File: src/shared/wdtc_pkg.sv
/*
 * wdtc_pkg: constants shared by the watchdog timeout control block.
 * Assumes a 32-bit AXI4-Lite register bus and an 8-bit control register.
 */
package wdtc_pkg;

    // register byte offsets
    localparam logic [7:0] CTRL_OFFSET       = 8'h00;
    localparam logic [7:0] IRQ_STATUS_OFFSET = 8'h04;
    localparam logic [7:0] IRQ_MASK_OFFSET   = 8'h08;
    localparam int         ADDR_LSB_BITS     = 8;

    // watchdog_control field positions
    localparam int PRESCALE_MSB      = 7;
    localparam int PRESCALE_LSB      = 4;
    localparam int INT_SELECT_BIT    = 3;
    localparam int STATUS_FLAG_BIT   = 2;
    localparam int REFRESH_EN_BIT    = 1;
    localparam int WRITE_UNLOCK_BIT  = 0;

    // watchdog_control power-on value: prescale code 1, all else clear
    localparam logic [7:0] CTRL_RESET        = 8'h10;

    // prescale codes
    localparam logic [3:0] PRESCALE_MAX_TIMED = 4'h7;
    localparam logic [3:0] PRESCALE_IMMEDIATE = 4'h8;

    // timeout base: 2^9 periods of the 32 kHz watchdog clock
    localparam int          LF_CLOCK_HZ        = 32768;
    localparam int          TIMEOUT_BASE_EXP   = 9;
    localparam logic [16:0] TIMEOUT_BASE_TICKS = 17'h00200;
    localparam int          COUNT_WIDTH        = 17;

    // interrupt status / mask layout
    localparam int IRQ_TIMEOUT_BIT = 0;
    localparam int IRQ_WIDTH       = 1;

    // bus responses
    localparam logic [1:0] RESP_OKAY   = 2'h0;
    localparam logic [1:0] RESP_SLVERR = 2'h2;

endpackage

File: src/wdtc_top.sv
/*
 * wdtc_top: watchdog timeout control and status behind an AXI4-Lite slave.
 * Assumes the 32 kHz watchdog clock arrives as an asynchronous pin, the
 * supply-monitor interrupt comes from logic on clk_i, and sys_rst_i is the
 * external hardware reset (a watchdog reset is requested, not taken here).
 */
// What this block does
// - with interrupt select set and a timed prescale code (0-7), expiry raises the watchdog interrupt, no system reset.
// - watchdog interrupt is never gated by the global interrupt enable.
// - watchdog interrupt is always high priority; software cannot change it.
// - every timeout sets the status flag, whether reset or interrupt follows.
// - status flag clears only by software writing 0 or external reset.
// - software setting refresh enable enables the watchdog and restarts counting from zero.
// - no refresh before timeout gives reset or interrupt per interrupt select; codes 8 and above always give reset.
// - refresh enable clears on software 0 or on a watchdog reset expiry.
// - refresh enable also clears on hardware reset and supply-monitor interrupt.
// - timeout equals 2^prescale times 512 watchdog clock periods, codes 0-7.
// - control write takes effect only right after a write-unlock access.
// - counter advances on the 32 kHz watchdog clock, not the core clock.
`timescale 1ns/1ns
module wdtc_top (
    input  wire logic        clk_i,
    input  wire logic        sys_rst_i,
    input  wire logic        wdt_lf_clk_i,
    input  wire logic        supply_monitor_irq_i,
    input  wire logic [31:0] s_axi_awaddr,
    input  wire logic        s_axi_awvalid,
    output logic             s_axi_awready,
    input  wire logic [31:0] s_axi_wdata,
    input  wire logic [3:0]  s_axi_wstrb,
    input  wire logic        s_axi_wvalid,
    output logic             s_axi_wready,
    output logic [1:0]       s_axi_bresp,
    output logic             s_axi_bvalid,
    input  wire logic        s_axi_bready,
    input  wire logic [31:0] s_axi_araddr,
    input  wire logic        s_axi_arvalid,
    output logic             s_axi_arready,
    output logic [31:0]      s_axi_rdata,
    output logic [1:0]       s_axi_rresp,
    output logic             s_axi_rvalid,
    input  wire logic        s_axi_rready,
    output logic             sys_reset_req_o,
    output logic             wdt_irq_o,
    output logic             wdt_irq_high_prio_o,
    output logic             irq_o
);

    // all block state lives in one packed struct: one always_comb fills
    // a copy, one always_ff registers it; nothing else holds state.
    // the struct falls into five groups:
    //   - synchroniser for the asynchronous watchdog clock pin
    //   - the control fields software sees at the control offset
    //   - the timeout counter, cleared on enable and on every expiry
    //   - the interrupt status and mask pair
    //   - the bus slave, with one held address and one held data beat
    // outputs are copies of struct members so that every top-level
    // output comes straight from a flip-flop and never from a gate.
    typedef struct packed {
        // watchdog clock synchroniser and edge history
        logic        lf_meta;
        logic        lf_sync;
        logic        lf_prev;
        // watchdog_control fields and the timeout counter
        logic [3:0]  prescale;
        logic        int_select;
        logic        status_flag;
        logic        refresh_en;
        logic        unlock_armed;
        logic [wdtc_pkg::COUNT_WIDTH-1:0] count;
        // interrupt block
        logic [wdtc_pkg::IRQ_WIDTH-1:0] irq_status;
        logic [wdtc_pkg::IRQ_WIDTH-1:0] irq_mask;
        // bus slave
        logic        aw_held;
        logic [7:0]  aw_addr;
        logic        w_held;
        logic [7:0]  w_byte;
        logic        w_lane0;
        logic        awready;
        logic        wready;
        logic        bvalid;
        logic [1:0]  bresp;
        logic        arready;
        logic        rvalid;
        logic [31:0] rdata;
        logic [1:0]  rresp;
        // outputs
        logic        reset_req;
        logic        wdt_irq;
        logic        high_prio;
        logic        irq;
    } wdtc_state_t;

    wdtc_state_t state_q;
    wdtc_state_t state_d;

    // combinational helpers, all given a value on every path
    // limit: terminal count of the selected timed prescale code
    // lf_tick: one core cycle per synchronised watchdog clock rise
    // expire: the watchdog has run out this cycle
    // do_write / do_read: a bus write or read is carried out this cycle
    // ctrl_view: the control register as software reads it
    // rd_addr: low byte of the read address, the only decoded part
    logic [wdtc_pkg::COUNT_WIDTH-1:0] limit;
    logic                             lf_tick;
    logic                             expire;
    logic                             do_write;
    logic                             do_read;
    logic [7:0]                       ctrl_view;
    logic [7:0]                       rd_addr;

    // next-state logic for the whole block
    always_comb begin
        state_d = state_q;

        // watchdog clock pin: two flops, then edge detect on the second.
        // the core clock is far faster than the watchdog clock, so a
        // rise of the pin is never missed; the price is a fixed delay
        // of two to three core cycles before each tick counts.
        // only the second flop is read by logic, never the first.
        state_d.lf_meta = wdt_lf_clk_i;
        state_d.lf_sync = state_q.lf_meta;
        state_d.lf_prev = state_q.lf_sync;
        lf_tick = state_q.lf_sync & ~state_q.lf_prev;

        // terminal count: 512 << code, minus one for the zero start
        limit = (wdtc_pkg::TIMEOUT_BASE_TICKS << state_q.prescale[2:0])
                - 17'h00001;

        // expiry: timed codes wait for the limit, code 8 and above fire at once.
        // reserved codes act like the immediate code so that a stray
        // write can only shorten the timeout, never stretch it.
        expire = 1'b0;
        if (state_q.refresh_en) begin
            if (state_q.prescale > wdtc_pkg::PRESCALE_MAX_TIMED) begin
                expire = 1'b1;
            end else if (lf_tick && state_q.count == limit) begin
                expire = 1'b1;
            end
        end

        // counter only runs while enabled, on watchdog clock edges
        if (!state_q.refresh_en) begin
            state_d.count = '0;
        end else if (lf_tick) begin
            state_d.count = state_q.count + 17'h00001;
        end

        // one-cycle output strobes default low; the priority flag is held high
        state_d.reset_req = 1'b0;
        state_d.wdt_irq   = 1'b0;
        state_d.high_prio = 1'b1;

        if (expire) begin
            state_d.count = '0;
            if (state_q.int_select && state_q.prescale <= wdtc_pkg::PRESCALE_MAX_TIMED) begin
                // interrupt mode keeps the watchdog armed and counting again
                state_d.wdt_irq = 1'b1;
            end else begin
                state_d.reset_req  = 1'b1;
                state_d.refresh_en = 1'b0;
            end
        end

        // supply-monitor interrupt disarms the watchdog
        if (supply_monitor_irq_i) begin
            state_d.refresh_en = 1'b0;
        end

        // write channels: each address and data beat is held until paired.
        // address and data may arrive in either order; the write is only
        // carried out once both are held and no response is pending.
        // only byte lane 0 matters, the registers are 8 bits or less.
        if (s_axi_awvalid && state_q.awready) begin
            state_d.aw_held = 1'b1;
            state_d.aw_addr = s_axi_awaddr[7:0];
        end
        if (s_axi_wvalid && state_q.wready) begin
            state_d.w_held  = 1'b1;
            state_d.w_byte  = s_axi_wdata[7:0];
            state_d.w_lane0 = s_axi_wstrb[0];
        end

        do_write = state_q.aw_held & state_q.w_held & ~state_q.bvalid;
        do_read  = s_axi_arvalid & state_q.arready;

        if (do_write) begin
            state_d.aw_held = 1'b0;
            state_d.w_held  = 1'b0;
            state_d.bvalid  = 1'b1;
            state_d.bresp   = wdtc_pkg::RESP_OKAY;
            // any other access between unlock and write cancels the unlock
            state_d.unlock_armed = 1'b0;
            case (state_q.aw_addr)
                wdtc_pkg::CTRL_OFFSET: begin
                    if (state_q.w_lane0 && state_q.unlock_armed) begin
                        state_d.prescale   = state_q.w_byte[wdtc_pkg::PRESCALE_MSB:
                                                            wdtc_pkg::PRESCALE_LSB];
                        state_d.int_select = state_q.w_byte[wdtc_pkg::INT_SELECT_BIT];
                        if (!state_q.w_byte[wdtc_pkg::STATUS_FLAG_BIT]) begin
                            state_d.status_flag = 1'b0;
                        end
                        if (state_q.w_byte[wdtc_pkg::REFRESH_EN_BIT]) begin
                            state_d.refresh_en = 1'b1;
                            state_d.count      = '0;
                        end else begin
                            state_d.refresh_en = 1'b0;
                        end
                    end else if (state_q.w_lane0
                                 && state_q.w_byte[wdtc_pkg::WRITE_UNLOCK_BIT]) begin
                        // the unlock access changes nothing else
                        state_d.unlock_armed = 1'b1;
                    end
                end
                wdtc_pkg::IRQ_STATUS_OFFSET: begin
                    if (state_q.w_lane0) begin
                        state_d.irq_status = state_q.irq_status
                                             & ~state_q.w_byte[wdtc_pkg::IRQ_WIDTH-1:0];
                    end
                end
                wdtc_pkg::IRQ_MASK_OFFSET: begin
                    if (state_q.w_lane0) begin
                        state_d.irq_mask = state_q.w_byte[wdtc_pkg::IRQ_WIDTH-1:0];
                    end
                end
                default: begin
                    state_d.bresp = wdtc_pkg::RESP_SLVERR;
                end
            endcase
        end else if (do_read) begin
            state_d.unlock_armed = 1'b0;
        end

        // hardware events win over a clear in the same cycle.
        // this ordering matters: a software clear landing on the very
        // cycle of an expiry must not lose the record of that timeout.
        if (expire) begin
            state_d.status_flag = 1'b1;
            state_d.irq_status[wdtc_pkg::IRQ_TIMEOUT_BIT] = 1'b1;
        end

        if (state_q.bvalid && s_axi_bready) begin
            state_d.bvalid = 1'b0;
        end

        // read channel: answer one cycle after the address is taken.
        // arready drops while the answer stands, so only one read is
        // ever outstanding and rdata need not be buffered.
        // unmapped offsets answer zero data with an error response.
        ctrl_view = {state_q.prescale, state_q.int_select, state_q.status_flag,
                     state_q.refresh_en, state_q.unlock_armed};
        rd_addr   = s_axi_araddr[7:0];
        if (do_read) begin
            state_d.arready = 1'b0;
            state_d.rvalid  = 1'b1;
            state_d.rresp   = wdtc_pkg::RESP_OKAY;
            state_d.rdata   = '0;
            case (rd_addr)
                wdtc_pkg::CTRL_OFFSET: begin
                    state_d.rdata[7:0] = ctrl_view;
                end
                wdtc_pkg::IRQ_STATUS_OFFSET: begin
                    state_d.rdata[wdtc_pkg::IRQ_WIDTH-1:0] = state_q.irq_status;
                end
                wdtc_pkg::IRQ_MASK_OFFSET: begin
                    state_d.rdata[wdtc_pkg::IRQ_WIDTH-1:0] = state_q.irq_mask;
                end
                default: begin
                    state_d.rresp = wdtc_pkg::RESP_SLVERR;
                end
            endcase
        end else if (state_q.rvalid && s_axi_rready) begin
            state_d.rvalid  = 1'b0;
            state_d.arready = 1'b1;
        end

        // ready flags: only one write held at a time, so no beat is dropped
        state_d.awready = ~state_d.aw_held & ~state_d.bvalid;
        state_d.wready  = ~state_d.w_held & ~state_d.bvalid;

        // watchdog interrupt goes out ungated; global enable never sees it
        state_d.irq = |(state_d.irq_status & state_d.irq_mask);
    end

    // state register; apart from a software write of 0, only the external reset clears the status flag.
    // the watchdog's own reset request leaves this block untouched, so
    // the status flag survives it and software can tell why it woke.
    // readies come up high so the first request after reset is taken.
    always_ff @(posedge clk_i) begin
        if (sys_rst_i) begin
            state_q              <= '0;
            state_q.prescale     <= wdtc_pkg::CTRL_RESET[wdtc_pkg::PRESCALE_MSB:
                                                         wdtc_pkg::PRESCALE_LSB];
            state_q.int_select   <= wdtc_pkg::CTRL_RESET[wdtc_pkg::INT_SELECT_BIT];
            state_q.status_flag  <= wdtc_pkg::CTRL_RESET[wdtc_pkg::STATUS_FLAG_BIT];
            state_q.refresh_en   <= wdtc_pkg::CTRL_RESET[wdtc_pkg::REFRESH_EN_BIT];
            state_q.unlock_armed <= wdtc_pkg::CTRL_RESET[wdtc_pkg::WRITE_UNLOCK_BIT];
            state_q.awready      <= 1'b1;
            state_q.wready       <= 1'b1;
            state_q.arready      <= 1'b1;
            state_q.high_prio    <= 1'b1;
        end else begin
            state_q <= state_d;
        end
    end

    // every output straight from the state register.
    // the high priority output is a constant one held in a flop; there
    // is no register bit that could lower it.
    assign s_axi_awready       = state_q.awready;
    assign s_axi_wready        = state_q.wready;
    assign s_axi_bvalid        = state_q.bvalid;
    assign s_axi_bresp         = state_q.bresp;
    assign s_axi_arready       = state_q.arready;
    assign s_axi_rvalid        = state_q.rvalid;
    assign s_axi_rdata         = state_q.rdata;
    assign s_axi_rresp         = state_q.rresp;
    assign sys_reset_req_o     = state_q.reset_req;
    assign wdt_irq_o           = state_q.wdt_irq;
    assign wdt_irq_high_prio_o = state_q.high_prio;
    assign irq_o               = state_q.irq;

endmodule // wdtc_top

File: config.mk
export PLATFORM = sky130hd
export DESIGN_NAME = wdtc_top
export DESIGN_NICKNAME = d
export VERILOG_FILES = /design/src/shared/wdtc_pkg.sv /design/src/wdtc_top.sv
export SDC_FILE = /design/constraint.sdc
export NUM_CORES = 1
export LEC_CHECK = 0
export CAP_MARGIN = 10
export CORE_MARGIN = 2
export CORE_UTILIZATION = 62
export CTS_CLUSTER_DIAMETER = 100
export DETAILED_ROUTE_END_ITERATION = 10
export DONT_BUFFER_PORTS = 1
export GPL_TIMING_DRIVEN = 1
export PLACE_DENSITY = 0.8
export SLEW_MARGIN = 20
export SYNTH_ARGS = -nofsm -noshare
export SYNTH_HDL_FRONTEND = slang
export SYNTH_SLANG_ARGS = --single-unit
File: constraint.sdc
create_clock -name clk_i -period 2.4 [get_ports clk_i]
set_clock_uncertainty 0.2 [all_clocks]
set_input_delay 0.36 -clock clk_i [delete_from_list [all_inputs] [get_ports clk_i]]
set_output_delay 0.36 -clock clk_i [all_outputs]
set_load 0.01 [all_outputs]
=== Word level (Yosys, flattened, before mapping) ===
Index checks and enable logic that the tools add are counted.

* Flip-flop bits (word level): 70
* Output and inout port bits: 45
* Word-level logic and storage cells: 114
* Bits of input ports: 109

* Shifts and indexed selects: 1
* Order comparisons: 2
* Mux-type cells: 40
* Bitwise operators: 15
* Eq/ne operators: 6
* Add/sub/neg operators: 2
* Reduce and logical (&&, ||, !) cells: 20

{| class="wikitable"
|+ Operator list
! operator !! number
|-
| 2-to-1 mux 17 bit || 5
|-
| 2-to-1 mux 20 bit || 2
|-
| 2-to-1 mux 1 bit || 22
|-
| adder 17 x 1 -> 17 bit (second input constant) || 1
|-
| equality test 17 bit || 1
|-
| << shifter 10 x 3 -> 17 bit (first input constant) || 1
|-
| subtractor 17 x 1 -> 17 bit (second input constant) || 1
|-
| equality test 8 x 3 -> 1 bit (second input constant) || 2
|-
| equality test 8 x 4 -> 1 bit (second input constant) || 2
|-
| zero test 8 bit || 2
|-
| 2-to-1 mux 2 bit || 6
|-
| 2-to-1 mux 10 bit || 1
|-
| nonzero test 2 bit || 5
|-
| 2-to-1 mux 9 bit || 1
|-
| bitwise AND 1 bit || 8
|-
| logical AND 1 bit || 8
|-
| 2-to-1 mux 7 bit || 1
|-
| inverter 1 bit || 7
|-
| OR reduction 3 bit || 2
|-
| greater-than comparator 4 x 3 -> 1 bit (second input constant) || 1
|-
| less-or-equal comparator 4 x 3 -> 1 bit (second input constant) || 1
|-
| AND reduction 4 bit || 1
|-
| 2-to-1 mux 3 bit || 1
|-
| case mux 1 bit (3 select lines) || 1
|-
| other kinds (3) || 3
|}

=== Longest topological paths before layout ===
* Depth in word-level cells: 14
* Mapped depth: 7
* Gate-level depth less buffers: 6

=== Worst setup path after synthesis ===
OpenSTA, ideal clock, no wires.

* Path kind: register to register
* Start point: register state_q[66] in the netlist's numbering
* End point: register state_q[66] in the netlist's numbering
* Setup time: 0.119 ns
* Stages on the path, launching flop included: 8
* Arrival: 1.693 ns
* Buffers on the path: 1
* Period minus slack after synthesis: 2.011 ns
* Setup slack: 0.389 ns
* Path through: dfxtp_1 > ha_1 > nand4b_1 > nor3_1 > o2111ai_1 > a211oi_2 > buf_2 > nor3_1

* Cells in the longest elaborated chain, start to end: 10

{| class="wikitable"
|+ Ends and longest elaborated chain
! element !! line !! text
|-
| from (decl) || wdtc_top.sv:95 || <nowiki>wdtc_state_t state_q;</nowiki>
|-
| from (signal assigned) || wdtc_top.sv:304 || <nowiki>state_q <= state_d;</nowiki>
|-
| parallel branches: the longest is 5 deep, another holds adder 17 x 1 -> 17 bit || - ||
|-
| 2-to-1 mux 17 bit (*) || wdtc_top.sv:155 || <nowiki>if (expire) begin</nowiki>
|-
| 2-to-1 mux 17 bit || wdtc_top.sv:204 || <nowiki>if (state_q.w_byte[wdtc_pkg::REFRESH_EN_BIT]) begin</nowiki>
|-
| 2-to-1 mux 17 bit || wdtc_top.sv:197 || <nowiki>if (state_q.w_lane0 && state_q.unlock_armed) begin</nowiki>
|-
| 2-to-1 mux 20 bit || wdtc_top.sv:195 || <nowiki>case (state_q.aw_addr)</nowiki>
|-
| 2-to-1 mux 20 bit (*) || wdtc_top.sv:188 || <nowiki>if (do_write) begin</nowiki>
|}

Mark *: on every way between the ends. The select of a mux whose other input is x is not followed.
A chain may end at the register's enable or synchronous reset.

=== Worst setup path after layout ===
* Start point: register state_q[66] in the netlist's numbering
* End point: register state_q[70] in the netlist's numbering

The elaborated chain is that of the path after synthesis.

==> flow_summary_export.csv <==
group,metric,value,unit
status,status,"finished, final reports clean",
clock_tree,cts_root_buf,"clkbuf_8",
detailed_routing,via_per_inst,5.461,
synth,synthArstFlopShare,0,
global_route,antenna_found_initial,0,
final_layout,nNetsFinal,484,
synth,synth_top_area_frac,0.4340,
synth,synth.distinct_cells,50,
floorplanning,die_w,74.60,um
worst_setup_path,cp.required,2.39,ns
timing,finalSetupViolCount,0,
detailed_routing,drtAntennaViolNets,0,
job,maxCapViolations,0,
synth,synth.avg_cell_area,8.514,um^2
synth,synth_edf_count,0,
synth,synthTopCellsByArea,"dfxtp_1 (43%), buf_4 (9.5%), nand2_1 (5.0%)",
timing,tightestPinTransition,0.5626,ns
detailed_routing,first_iter_violations,163,
final_layout,multi_input_area,1449,um^2
detailed_routing,drc,0,
worst_setup_path,start_kind,"flip-flop",
hold_path,hold_path.class,"in -> reg",
pwr,cellPowerDensity,646.9,nW/um^2
timing,setup-tns-final,0,ns
worst_setup_path,critPathArrivalTime,2.14,ns
timing,finalMaxSlewViolations,0,
synth,ys.flop_type,"dfxtp_1",
synth,synthTopCellsByCount,"dfxtp_1 (67), nand2_1 (41), buf_4 (39)",
timing,max_freq,465.4,MHz
floorplanning,dieHeight,74.60,um
timing,hold_viol,0,
timing,finalCritPeriodShare,0.8952,
detailed_routing,avgRoutedWirePerCell,14.57,um
synth,synth_top_family_by_area,"simple AND/OR/NAND/NOR gates",
worst_setup_path,crit_fanout,16,
worst_setup_path,path_class,"reg -> reg",
timing,slew_headroom,0.6215,
clock_tree,cts_buffers,9,
final_layout,drive_gt1_frac,0.06878,
synth,seq_area_frac_synth,0.4340,
final_layout,seq_area,1341,um^2
detailed_routing,dr.pass1.iters,5,
global_route,grt_pass1_wl,10530,um
synth,ys_ff_latch,67,
clock_tree,clk-insertion-delay-late,0.34,ns
synth,synthMuxAreaShare,0.02955,
final_layout,fillers,382,
final_layout,area_growth,9.595,%
place,numPortBuffers,0,
clock_tree,cts_tree,"built",
clock_tree,clock_path_buffers,2,
clock_tree,clk_pin_slew_worst_paths,0.06,ns
worst_setup_path,worst_setup_path_end_kind,"flip-flop",
detailed_routing,routed_wl,6485,um
floorplanning,ioPinCount,154,
pwr,p_leak,1.268,nW
place,place_congestion,0.7665,
synth,synthCells,363,
detailed_routing,vias,2430,
synth,yosys_warnings,0,
place,hpwl,3947,um
synth,synthXorXnorAreaFrac,0.04818,
clock_tree,cts.sink_count,67,
global_route,overflow,0,
global_route,grt_pass1_vias,2247,
pwr,power.ir.vdd_worst,427.6,uV
floorplanning,core,4755,um^2
synth,yosys.area_share.simple,0.2344,
clock_tree,postCtsSetupBuffers,0,
final_layout,antennaDiodeCount,0,
floorplanning,rows,25,
floorplanning,dieArea,5565,um^2
timing,rsz0062_at_grt,"no",
synth,yosysMostFrequentCell,"dfxtp_1",
pwr,total_power,2.191,mW
clock_tree,ctsHtreeMaxLevel,3,
synth,synth-compound-area-share,0.1182,
timing,min_period,2.149,ns
synth,syn_area,3090,um^2
floorplanning,start_util,0.6500,
global_route,grt_max_degree,41,
synth,synthAdderAreaFrac,0.004049,
synth,yosys.area.top_type,"dfxtp_1",
global_route,grt_use_total,0.2519,
[flip-flops by register name, indices dropped and copies added (netlist names)]
name,count
ctrl_view,8
s_axi_wready,1
state_q,39
s_axi_rdata,8
irq_o,1
s_axi_rvalid,1
state_d,2
s_axi_bvalid,1
wdt_irq_o,1
s_axi_bresp,1
s_axi_rresp,1
s_axi_arready,1
sys_reset_req_o,1
s_axi_awready,1
[metrics by stage]
step	std cells	area, um^2	hold WS, ns	utilization	setup slack [ns]
after floorplan	388	3184	0.2138	-	0.3887
after global placement	404	2933	0.2202	0.6168	0.2715
after detailed placement	404	2933	0.2347	0.6168	0.2034
after CTS	445	3382	0.0005968	0.7113	0.1822
after global routing	445	3387	0.03644	0.7124	0.07450
final	445	3387	0.009485	0.7124	0.2515
[per-layer routing]
layer	part of all wire	track usage	wire, um
met1	0.43	0.3255	2811
met5	0	0	0
met4	0.024	0.1111	157
met2	0.48	0.3894	3090
met3	0.066	0.07724	425
[worst max-delay path: stages (launching register included)]
cell	delay, ns
dfxtp_1	0.38
ha_1	0.21
nand4b_1	0.18
nor3_2	0.26
o2111ai_1	0.19
a211oi_2	0.26
buf_4	0.25
nor3_1	0.08
[path summary, 6_finish.rpt]
path / startpoint / to / slack (ns) / depth (start not counted)
hold / removal: s_axi_rready / s_axi_rvalid$_SDFFE_PP0P_ / 0.009 / 2
setup reg to reg: state_q[66]$_SDFF_PP0_ / state_q[70]$_SDFF_PP0_ / 0.25 / 7
setup / recovery: state_q[66]$_SDFF_PP0_ / state_q[70]$_SDFF_PP0_ / 0.25 / 7
hold reg to reg: state_d[92]$_SDFF_PP0_ / state_d[91]$_SDFF_PP0_ / 0.25 / 1
[cell type report]
| class | count | share of cell area |
|---|---|---|
| inverter | 9 | 0.009974 |
| timing repair buffer | 30 | 0.08866 |
| sequential | 67 | 0.3960 |
| tap | 67 | 0.02475 |
| clock buffer | 13 | 0.04987 |
| clock inverter | 2 | 0.002955 |
| multi-input combinational | 257 | 0.4278 |
[layout by cell type, fill, tap and decap left out, types with 2 or more instances in the layout]
cell type / synthesis / layout
clkinv_2: 0 / 2
clkbuf_8: 0 / 12
nor2b_1: 5 / 5
nor2_1: 32 / 32
nand3_1: 18 / 18
dfxtp_1: 67 / 67
a2111oi_0: 2 / 2
nand4b_1: 2 / 2
o31a_1: 3 / 3
dlygate4sd3_1: 0 / 25
nand2b_1: 5 / 5
nor4_1: 4 / 4
xor2_1: 7 / 7
a31oi_1: 2 / 2
inv_1: 9 / 9
o21ai_0: 5 / 5
and2_1: 3 / 3
xnor2_1: 10 / 10
a22oi_1: 8 / 8
conb_1: 2 / 27
nand2_1: 41 / 41
a21oi_1: 22 / 22
nor3_1: 25 / 24
a22o_1: 2 / 2
mux2i_1: 8 / 8
buf_4: 39 / 4
and3_1: 4 / 4
[power by group]
group	switching, mW	internal [mW]	total (mW)	leakage [nW]
clock	0.394	0.451	0.845	0.0953
combinational	0.0909	0.0659	0.157	0.628
sequential	0.0404	1.15	1.19	0.545
total	0.526	1.67	2.19	1.27
[repair_timing]
action / in CTS / in global routing
setup endpoints to repair: 0 / 1
resized for setup: 0 / 1
endpoints found under the hold margin: 42 / 0
hold buffers: 26 / 0
[kinds of logic (layout without fill, tap and decap cells)]
| group | count (synthesis) | after routing |
|---|---|---|
| and+or+nand+nor | 149 | 149 |
| buffers and inverters | 64 | 54 |
| other | 2 | 27 |
| xor gates and xnor gates | 17 | 17 |
| DFF | 67 | 67 |
| muxes | 9 | 9 |
| AOI/OAI and AO/OA | 54 | 54 |
| adders and majority gates | 1 | 1 |
Note: power is estimated with default switching activity, not from simulation.
